`config.mk`:
```
export PLATFORM = sky130hd
export DESIGN_NAME = jfdar_regs
export DESIGN_NICKNAME = d
export VERILOG_FILES = /design/src/common/jfdar_pkg.sv /design/src/core/jfdar_regs.sv
export VERILOG_INCLUDE_DIRS = /design/src /design/src/common
export SDC_FILE = /design/constraint.sdc
export NUM_CORES = 1
export LEC_CHECK = 0
export BUFFER_PORTS_ARGS = -buffer_cell sky130_fd_sc_hd__clkbuf_2
export CELL_PAD_IN_SITES_DETAIL_PLACEMENT = 0
export CELL_PAD_IN_SITES_GLOBAL_PLACEMENT = 2
export CORE_MARGIN = 2
export CORE_UTILIZATION = 25
export DETAILED_ROUTE_END_ITERATION = 8
export MAX_ROUTING_LAYER = met4
export PLACE_DENSITY = 0.81
export SLEW_MARGIN = 20
export SYNTH_ARGS = -nofsm -noshare
export SYNTH_HDL_FRONTEND = slang
export SYNTH_SLANG_ARGS = --single-unit
```
`constraint.sdc`:
```
create_clock -name CLK_I -period 4.3 [get_ports CLK_I]
set_input_delay 0.645 -clock CLK_I [delete_from_list [all_inputs] [get_ports CLK_I]]
set_output_delay 0.645 -clock CLK_I [all_outputs]
set_load 0.05 [all_outputs]
```
`src/common/jfdar_consts.svh`:
```
// Constants for the debug-port program memory data and address registers
`ifndef JFDAR_CONSTS_SVH
`define JFDAR_CONSTS_SVH
`define JFDAR_DAT_W        10
`define JFDAR_ADR_W        16
`define JFDAR_DAT_RST      10'h000
`define JFDAR_ADR_RST      16'h0000
`define JFDAR_BUSY_BIT     0
`define JFDAR_FAIL_BIT     1
`define JFDAR_BYTE_LSB     2
`define JFDAR_BYTE_MSB     9
`define JFDAR_ERASE_KEY    8'ha5
`define JFDAR_ERASED_BYTE  8'hff
`define JFDAR_WR_IDLE      3'h0
`define JFDAR_WR_PROG      3'h1
`define JFDAR_WR_ERASE     3'h2
`define JFDAR_RD_IDLE      4'h0
`define JFDAR_RD_BLOCK     4'h1
`define JFDAR_RD_SINGLE    4'h2
`endif

```
`src/common/jfdar_pkg.sv`:
```
// Types for the debug-port program memory data and address registers
package jfdar_pkg;
   typedef enum logic [1:0] {
      JFDAR_IDLE  = 2'h0,
      JFDAR_READ  = 2'h1,
      JFDAR_WRITE = 2'h3,
      JFDAR_ERASE = 2'h2
   } jfdar_state_e;
endpackage : jfdar_pkg

```
`src/core/jfdar_regs.sv`:
```
// Debug-port data and address registers driving the program memory interface
`timescale 1ns/1ps
`default_nettype none
`include "jfdar_consts.svh"
// How it works
// - Fail bit goes 1 after a failed memory operation, 0 after a success.
// - Busy bit is 1 while a memory request is in progress, else 0.
// - Data register accesses while busy start no memory operation.
// - Every read, write and erase uses the 16-bit address register, reset zero.
// - Address advances after every read or write, pass or fail.
// - Watchdog stays disabled only while CORE_HALTED_I reports the core halted.
// - Peripherals keep running and in step during debug.
// - Program mode stores the written byte at the address, then advances it.
// - Erase mode fills the addressed page with ones only on key 0xA5.
// - Idle write mode only updates the stored data, no memory operation.
module jfdar_regs
   import jfdar_pkg::*;
(
   // Clock and reset
   input  wire logic        CLK_I,
   input  wire logic        RST_I,
   // Register access from the debug port
   input  wire logic        DAT_WR_I,
   input  wire logic        DAT_RD_I,
   input  wire logic [9:0]  DAT_WDATA_I,
   output logic      [9:0]  DAT_RDATA_O,
   input  wire logic        ADR_WR_I,
   input  wire logic [15:0] ADR_WDATA_I,
   output logic      [15:0] ADR_RDATA_O,
   input  wire logic [2:0]  WRITE_MODE_SELECT_I,
   input  wire logic [3:0]  READ_MODE_SELECT_I,
   // Program memory interface
   output logic             MEM_REQ_O,
   output logic      [1:0]  MEM_OP_O,
   output logic      [15:0] MEM_ADDR_O,
   output logic      [7:0]  MEM_WDATA_O,
   input  wire logic        MEM_DONE_I,
   input  wire logic        MEM_FAIL_I,
   input  wire logic [7:0]  MEM_RDATA_I,
   // Debug side effects
   input  wire logic        CORE_HALTED_I,
   output logic             WATCHDOG_TIMER_EN_O,
   output logic             PERIPH_CLK_EN_O
);

   // Operation in progress; its code doubles as the memory operation code
   jfdar_state_e      state_q;
   jfdar_state_e      state_d;
   // Data byte shared by idle writes, program data and read results
   logic [7:0]        byte_q;
   logic [7:0]        byte_d;
   // Outcome of the last finished memory operation
   logic              fail_q;
   logic              fail_d;
   // Target of every read, write and erase
   logic [15:0]       adr_q;
   logic [15:0]       adr_d;
   // A fetched byte that no data register read has taken yet
   logic              unread_q;
   logic              unread_d;

   // Byte field of a data register write; bits 1..0 are status and are dropped
   function automatic logic [7:0] byte_field(input logic [9:0] wdata);
      byte_field = wdata[`JFDAR_BYTE_MSB:`JFDAR_BYTE_LSB];
   endfunction : byte_field

   // Whether a data register read in this mode fetches a new byte
   function automatic logic read_fetches(input logic [3:0] mode, input logic unread);
      case (mode)
         `JFDAR_RD_BLOCK:  read_fetches = 1'b1;
         `JFDAR_RD_SINGLE: read_fetches = !unread;
         default:          read_fetches = 1'b0;
      endcase
   endfunction : read_fetches

   // Data register image: byte above fail above busy
   function automatic logic [9:0] status_word(input logic [7:0] data, input logic failed,
                                              input logic pending);
      status_word = {data, failed, pending};
   endfunction : status_word

   // Access qualification: nothing is taken while an operation is pending
   wire        busy;
   wire        wr_ok;
   wire        rd_ok;
   wire        adr_ok;
   wire [7:0]  wr_byte;
   assign busy    = (state_q != JFDAR_IDLE);
   assign wr_ok   = DAT_WR_I && !busy;
   assign rd_ok   = DAT_RD_I && !busy;
   // Loading the address mid-operation would retarget it, so it is ignored too
   assign adr_ok  = ADR_WR_I && !busy;
   assign wr_byte = byte_field(DAT_WDATA_I);

   // Start decode
   wire        wr_prog;
   wire        wr_erase;
   wire        key_ok;
   wire        start_prog;
   wire        start_erase;
   wire        start_read;
   wire        read_skip;
   assign wr_prog     = (WRITE_MODE_SELECT_I == `JFDAR_WR_PROG);
   assign wr_erase    = (WRITE_MODE_SELECT_I == `JFDAR_WR_ERASE);
   assign key_ok      = (wr_byte == `JFDAR_ERASE_KEY);
   assign start_prog  = wr_ok && wr_prog;
   // Without the key an erase-mode write only stores the byte
   assign start_erase = wr_ok && wr_erase && key_ok;
   // Single mode hands out a fetched byte before it fetches the next one
   assign start_read  = rd_ok && read_fetches(READ_MODE_SELECT_I, unread_q);
   assign read_skip   = rd_ok && !start_read;

   // Completion
   wire        done;
   wire        done_read;
   wire        adv;
   assign done      = busy && MEM_DONE_I;
   assign done_read = done && (state_q == JFDAR_READ);
   // Erase works on a whole page, so the address is left where it was
   assign adv       = done && (state_q != JFDAR_ERASE);

   // One operation at a time; a write outranks a read issued in the same cycle
   always_comb begin
      state_d = state_q;
      unique case (state_q)
         JFDAR_IDLE: begin
            if (start_prog) begin
               state_d = JFDAR_WRITE;
            end else if (start_erase) begin
               state_d = JFDAR_ERASE;
            end else if (start_read) begin
               state_d = JFDAR_READ;
            end
         end
         JFDAR_READ, JFDAR_WRITE, JFDAR_ERASE: begin
            if (MEM_DONE_I) begin
               state_d = JFDAR_IDLE;
            end
         end
      endcase
   end

   // Next data byte: a taken write wins, else a finished read loads it
   always_comb begin
      byte_d = byte_q;
      if (wr_ok) begin
         byte_d = wr_byte;
      end else if (done_read) begin
         byte_d = MEM_RDATA_I;
      end
   end

   // Every completion, erase included, reports its own outcome
   assign fail_d = done ? MEM_FAIL_I : fail_q;

   // A read that fetches nothing consumes the pending byte
   always_comb begin
      unread_d = unread_q;
      if (done_read) begin
         unread_d = 1'b1;
      end else if (read_skip) begin
         unread_d = 1'b0;
      end
   end

   // A direct load and a step never meet: the step needs busy, the load idle
   always_comb begin
      adr_d = adr_q;
      if (adr_ok) begin
         adr_d = ADR_WDATA_I;
      end else if (adv) begin
         adr_d = adr_q + 16'h0001;
      end
   end

   always_ff @(posedge CLK_I or posedge RST_I) begin
      if (RST_I) begin
         state_q <= JFDAR_IDLE;
      end else begin
         state_q <= state_d;
      end
   end

   always_ff @(posedge CLK_I or posedge RST_I) begin
      if (RST_I) begin
         byte_q <= 8'h00;
      end else begin
         byte_q <= byte_d;
      end
   end

   always_ff @(posedge CLK_I or posedge RST_I) begin
      if (RST_I) begin
         fail_q <= 1'b0;
      end else begin
         fail_q <= fail_d;
      end
   end

   always_ff @(posedge CLK_I or posedge RST_I) begin
      if (RST_I) begin
         adr_q <= `JFDAR_ADR_RST;
      end else begin
         adr_q <= adr_d;
      end
   end

   always_ff @(posedge CLK_I or posedge RST_I) begin
      if (RST_I) begin
         unread_q <= 1'b0;
      end else begin
         unread_q <= unread_d;
      end
   end

   // Data register read image and address readback
   assign DAT_RDATA_O = status_word(byte_q, fail_q, busy);
   assign ADR_RDATA_O = adr_q;

   // Memory interface: request level, operation code, target and data
   assign MEM_REQ_O   = busy;
   assign MEM_OP_O    = state_q;
   assign MEM_ADDR_O  = adr_q;
   assign MEM_WDATA_O = byte_q;

   // No register delay, so the watchdog never counts a halted cycle
   assign WATCHDOG_TIMER_EN_O = !CORE_HALTED_I;
   // Peripheral clocks never gate on debug state, keeping them in step
   assign PERIPH_CLK_EN_O = 1'b1;

endmodule : jfdar_regs
`default_nettype wire

```
Word level (Yosys, flattened, before mapping)
Index checks and enable logic that the tools add are counted.
Word-level totals
  logic and storage cells: 51
  bits in registers: 28
  output and inout port bits: 55
Cells by class
  reduce and logical (&&, ||, !) cells: 22
  eq/ne operators: 11
  add/sub/neg operators: 1
  mux-type cells: 12
Operators with widths (number)
  $mux W16: 2
  $add A16 B1 Y16 const B: 1
  $mux W8: 2
  $logic_and A1 B1 Y1: 11
  $eq A8 B8 Y1 const B: 1
  $mux W2: 4
  $reduce_bool A2 Y1: 4
  $eq A2 B2 Y1 const B: 2
  $eq A4 B1 Y1 const B: 1
  $eq A4 B2 Y1 const B: 1
  $logic_not A1 Y1: 4
  $ne A2 B2 Y1 const B: 2
  $ne A4 B4 Y1 const B: 1
  $pmux W2 S2: 1
  $eq A3 B1 Y1 const B: 1
  $eq A3 B2 Y1 const B: 1
  $reduce_or A3 Y1: 1
  $eq A2 B1 Y1 const B: 1
  $logic_not A2 Y1: 1
  $mux W1: 2
  $pmux W1 S2: 1
  $reduce_and A2 Y1: 1

Depth between registers and ports, before layout
Gate-level depths: netlist of run 1.
  depth in word-level cells: 8
  gate-level depth with buffers: 7
  mapped depth without buffers: 5

Least setup slack after synthesis of run 1
Ideal clock, no wire load.
  path kind: register to output
  from: register state_q[0], in the netlist MEM_OP_O[0]
  to: output port DAT_RDATA_O[0]
  data arrival time: 1.597 ns
  stages on the path, launching flop included: 5
  slack: 2.058 ns
  path buffers: 2
  data required time: 3.655 ns
  cell sequence: dfrtp_1 -> buf_2 -> nor2_1 -> inv_1 -> buf_4
On the way
  longest elaborated chain between the ends: 1
Ends and longest elaborated chain
  start: declaration: line jfdar_regs.sv:47  | jfdar_state_e state_q;
  start signal: assignment: line jfdar_regs.sv:180  | state_q <= state_d;
  $reduce_bool A2 Y1: line jfdar_regs.sv:88  | assign busy = (state_q != JFDAR_IDLE);
  end: declaration: line jfdar_regs.sv:26  | output logic [9:0] DAT_RDATA_O,
Every way passes these cells.

Final worst setup path of run 1
Ends and elaborated chain as after synthesis.

==> reports/summary.txt, run 1 <==
CP max FO: 11
Synth Instances: 200
Max stage delay on crit path: 0.56 ns
Synth area leaders: dfrtp_1 40%, buf_4 11%, nand2_1 6.4%
DRC viols: 0
Post-DP HPWL: 3540 um
Post-synthesis adder-cell area fraction: 0.708%
First drt pass iteration count: 4
R2r worst-path depth: 4
Syn Area/Cell: 8.84 um2
TritonCTS Buffers: 3
Clk buf depth: 2
Area delta synth->final: 26.0%
RD Place Congestion: 0.773
Row cnt: 30
Compound-Gate Fraction of Synth Area: 12.4%
Seq/Total Area, Yosys: 39.6%
Root Buffer Master: clkbuf_8
Clk slew on worst S/H paths: 0.10 ns
Post-synthesis mux area share: 6.30%
Critical path endpoint: DAT_RDATA_O[0]
Core Footprint: 6830 um2
Mapped Area: 1770 um2
Crit path from: MEM_OP_O[0]
Fin crit share: 47.5%
Initial Utilization: 25.9%
Highest Clock Rate: 490 MHz
Post-synth top area share: 39.6%
Synth Net Count: 250
Primary FF master, synth: dfrtp_1
Most frequent cells after synthesis: 30 x nand2_1, 28 x dfrtp_1, 27 x buf_4
R2r setup slk: 2.34 ns
Port bufs: 100
Post-DRT Antenna Nets: 0
Drt wl/cell: 12.0 um
GRT Util Overall: 11.9%
Status: complete, no violations
Layout Utilization: 32.6%
Setup Skew: 0.00224 ns
Non-filler cells, final: 368
H-tree levels: 1
FF+latch area: 701 um2
Vias: 1589
Grt ovf: 0
Setup TNS: 0 ns
Critical path type: reg -> out
Worst path slowest cell: dfrtp_1
Die ar.: 7760 um2
Post-CTS setup buffer count: 0
Post-Synth Simple-Gate Area: 21.2%
Largest family of logic cells by synthesized area: simple AND/OR/NAND/NOR gates
Crit path cell chain: nor2_1 > inv_1 > clkbuf_2
Post-Place Cells: 364
Vias in the first global route: 1469
Tmin final: 2.04 ns
Synth warn: 0
Fin nets: 323
Initial antenna violation count: 0
R2r endpoint: ADR_RDATA_O[15]
Launch instance of the worst register-to-register path: MEM_OP_O[0]
Element type at the critical path end: primary output
Ant diodes: 0
Post-DP Area: 2170 um2
CP arrival: 1.40 ns
Type of origin of the critical path: flip-flop
Relative slew slack: 44.6%
RSZ-0062 raised after global routing: no
I/O Pins: 104
First-pass GRT wire length: 7040 um
Max cap viols: 0
Library cells used by synthesis: 40
Post-synthesis xor/xnor area fraction: 4.95%
CP Data Required Time: 3.65 ns
Cell with the most instances after synthesis: nand2_1
Die Ht: 88.1 um
Drt total wl: 4430 um
CTS tree: yes
Endpoints failing setup: 0
Share of layout cells above drive strength 1: 41.2%
Worst Hold Class: in -> async
Die width: 88.1 um
Area leader, netlist: dfrtp_1
Post-DR vias/cell: 4.32
Slew Limit Fails: 0
Largest net degree at the start of global routing: 29
Seq cells post-synth: 28
Fillers: 771
Initial drt markers: 61
Hold-fix buffers, CTS: 0
PostCTS Resize Cnt: 0
Multi-input gate area: 810 um2
Clock sinks: 28
Count of final hold-check violations: 0
Worst Tran Pin Value: 0.831 ns
Worst-skew pair later-pin latency: 0.28 ns
Async S/R FF share, synth: 100%
Design Area, Final: 2230 um2
EDFF count, synth: 0
[sequential cells by signal, summed over array words and instances, names as in the netlist]
| name | flops |
|---|---|
| MEM_WDATA_O | 8 |
| ADR_RDATA_O | 16 |
| unread_q | 1 |
| fail_q | 1 |
| MEM_OP_O | 2 |
[worst min-delay path by stage]
stage	start	to	slack (ns)	cells past startpoint
3_3_place_gp	MEM_WDATA_O[1]	MEM_WDATA_O[1]	0.49	2
2_1_floorplan	fail_q	fail_q	0.48	1
3_5_place_dp	fail_q	fail_q	0.50	1
5_1_grt	RST_I	ADR_RDATA_O[2]	0.42	3
4_1_cts	RST_I	ADR_RDATA_O[2]	0.42	3
6_report	RST_I	ADR_RDATA_O[2]	0.41	3
[worst max-delay path, delay by kind of cell, from the launching register on]
kind	cells	cell delay (ns)
buffers and inverters	2	0.42
AND/OR/NAND/NOR	1	0.13
flip-flops	1	0.56
[layer usage]
metal | routed length [um] | share of wire, % | GRT usage, %
met1 | 1960 | 44 | 14.8
met3 | 318 | 7.2 | 2.83
met5 | 0 | 0 | -
met2 | 2130 | 48 | 20.3
met4 | 18 | 0.41 | 1.65
[area by class of cell]
class,instances,share of cell area [%]
multi-input combinational,131,36.3
sequential,28,31.5
timing repair buffer,102,23.1
tap,96,5.39
clock buffer,4,2.47
inverter,7,1.18
[placed cells by master (no fill, tap or decap), drive strengths merged, types with 2 or more instances in the layout]
cell	netlist	layout
a21oi	2	2
a31oi	3	3
and2	2	2
and4	3	3
buf	29	2
clkbuf	5	104
dfrtp	28	28
inv	7	7
mux2i	10	10
nand2	30	30
nand2b	2	2
nand3	9	9
nand4	3	3
nor2	6	6
nor2b	2	2
nor3	2	2
nor3b	2	2
nor4b	2	2
o211ai	4	4
o21ai	22	22
or3	2	2
or4	3	3
xnor2	4	4
xor2	6	6
[metrics by stage]
step | hold slack [ns] | worst slack [ns]
finish | 0.406 | 2.26
global route | 0.423 | 2.13
CTS | 0.421 | 2.23
floorplan | 0.481 | 2.06
global placement | 0.489 | 2.09
detailed placement | 0.502 | 2.09
[kinds of logic (layout without fill, tap and decap cells)]
group | after synthesis | in the layout
and+or+nand+nor | 71 | 71
buffers and inverters | 41 | 113
AOI/OAI and AO/OA | 37 | 37
DFF | 28 | 28
muxes | 11 | 11
xor gates and xnor gates | 10 | 10
adders and majority gates | 1 | 1
other | 1 | 1
Power of run 1 is left out: the tool's default activity adds up to more than one toggle a clock period on the data nets, which glitch-free logic cannot reach.
==> inputs of run 2 (changes only) <==
- ABC_AREA: default -> 1
- CORE_UTILIZATION: 25 -> 23
- PLACE_DENSITY: 0.81 -> 0.77
- clock period: 4.3 -> 1.9 ns (I/O delays scaled with it)
==> reports/summary.txt, run 2 <==
Status: complete, no violations
Die ar.: 9850 um2
Area leader, netlist: dfrtp_1
Count of final hold-check violations: 0
Critical path's top delay family: flip-flops
Critical path type: reg -> out
Async S/R FF share, synth: 100%
Crit path cell chain: inv_1 > nand2_1 > clkbuf_2
Initial drt markers: 77
Fin nets: 441
Drt total wl: 6010 um
Vias in the first global route: 1993
CP arrival: 1.31 ns
Max stage delay on crit path: 0.52 ns
EDFF count, synth: 0
RSZ-0062 raised after global routing: no
Post-DRT Antenna Nets: 0
Port bufs: 100
Primary FF master, synth: dfrtp_1
Worst-skew pair later-pin latency: 0.28 ns
Syn Area/Cell: 6.62 um2
Clock sinks: 28
Synth warn: 0
First drt pass iteration count: 4
Max reg flops: 16
Highest Clock Rate: 626 MHz
Pre-CTS WS: 0.347 ns
Library cells used by synthesis: 29
TritonCTS Buffers: 3
CP max FO: 5
H-tree levels: 1
Drt wl/cell: 12.1 um
Clk buf depth: 2
Vias: 2125
Clk slew on worst S/H paths: 0.11 ns
Post-DR vias/cell: 4.27
Ant diodes: 0
Endpoints failing setup: 0
WP depth: 3
Max cap viols: 0
Most common cell after layout, fill and taps aside: clkbuf_2
Cell with the most instances after synthesis: nand2_1
RD Place Congestion: 0.781
Grt ovf: 0
Design Area, Final: 2550 um2
Hold-fix buffers, CTS: 0
Seq cells post-synth: 28
Most frequent cells in the layout: 100 x clkbuf_2, 90 x nand2_1, 41 x inv_1, 39 x nor2_1, 28 x dfrtp_1
GRT Util Overall: 12.5%
Worst Hold Class: in -> async
Slew Limit Fails: 0
Bufs and invs on worst path: 2
CTS tree: yes
DRC viols: 0
Share of layout cells above drive strength 1: 31.0%
CP Data Required Time: 1.62 ns
Mapped Area: 2090 um2
Post-DP Area: 2490 um2
Root Buffer Master: clkbuf_8
Most frequent cells after synthesis: 90 x nand2_1, 41 x inv_1, 39 x nor2_1
Row cnt: 34
Largest net degree at the start of global routing: 29
Die width: 99.2 um
Tmin final: 1.60 ns
Die Ht: 99.2 um
Initial Utilization: 23.8%
Fin crit share: 84.0%
Type of origin of the critical path: flip-flop
Seq/Total Area, Yosys: 33.6%
Worst path slowest cell: dfrtp_1
Element type at the critical path end: primary output
Initial antenna violation count: 0
R2r worst-path depth: 8
Core Footprint: 8760 um2
Synth Net Count: 365
Worst Setup Slack, final: 0.303 ns
Post-CTS setup buffer count: 0
Setup TNS: 0 ns
I/O Pins: 104
PostCTS Resize Cnt: 0
Synth area leaders: dfrtp_1 34%, nand2_1 16%, buf_4 10%
Post-DP HPWL: 4730 um
Post-synth top area share: 33.6%
Area delta synth->final: 22.3%
Setup Skew: 0.00585 ns
First-pass GRT wire length: 9770 um
Synth Instances: 315
## run 2: cell types whose count changed in the layout (fill, tap and decap cells not counted), moves of 3 or more
cell and change:
mux2i_1 -10, nand2_4 +4, xor2_1 -5, o21ai_0 +3
inv_1 +34, nand3_1 +9, nor2_1 +33, nand2_1 +60
o22ai_1 +3, o21ai_1 +9, a31oi_1 -3, xnor2_1 -4
## run 2: metal layers
layer | track usage, % | wire length (um)
met5 | - | 0
met3 | 2.18 | 340
met1 | 17.1 | 3040
met4 | 1.58 | 19
met2 | 20.1 | 2610
## run 2: logic make-up (layout without fill, tap and decap cells)
family                     after synthesis  count (layout)  synth area share, %
and+or+nand+nor                        160             160                 32.7
buffers and inverters                   77             152                 20.2
other                                    1               1                0.180
AOI/OAI and AO/OA                       46              46                 11.8
DFF                                     28              28                 33.6
muxes                                    1               1                0.540
adders and majority gates                1               1                0.600
xor gates and xnor gates                 1               1                0.420
## run 2: worst paths after layout
path	to	from	slack (ns)
min reg2reg	fail_q	fail_q	0.52
max reg2reg	ADR_RDATA_O[10]	ADR_RDATA_O[1]	0.33
min	MEM_OP_O[1]	RST_I	0.05
max	MEM_REQ_O	MEM_OP_O[0]	0.30
max in group asynchronous	ADR_RDATA_O[13]	RST_I	1.56
min in group CLK_I	ADR_RDATA_O[1]	ADR_WDATA_I[1]	0.22
## run 2: metrics by stage
step,cells,util [%],hold slack (ns)
after floorplan,315,-,0.350
after global placement,494,28.5,0.387
after detailed placement,494,28.5,0.380
after CTS,498,29.1,0.0578
after global routing,498,29.1,0.0892
final,498,29.1,0.0476
## run 2: worst min-delay path, stage by stage
cell and delay, ns:
clkbuf_2 0.08, inv_1 0.04, buf_4 0.36
## run 2: layout make-up
class	instances	area (um2)
flip-flops and latches	28	701
inverters	45	173
fillers	1033	6210
repair buffers	103	523
multi-input cells	210	963
clock buffers	4	55.1
well taps	108	135
Power of run 2 is left out for the same reason.
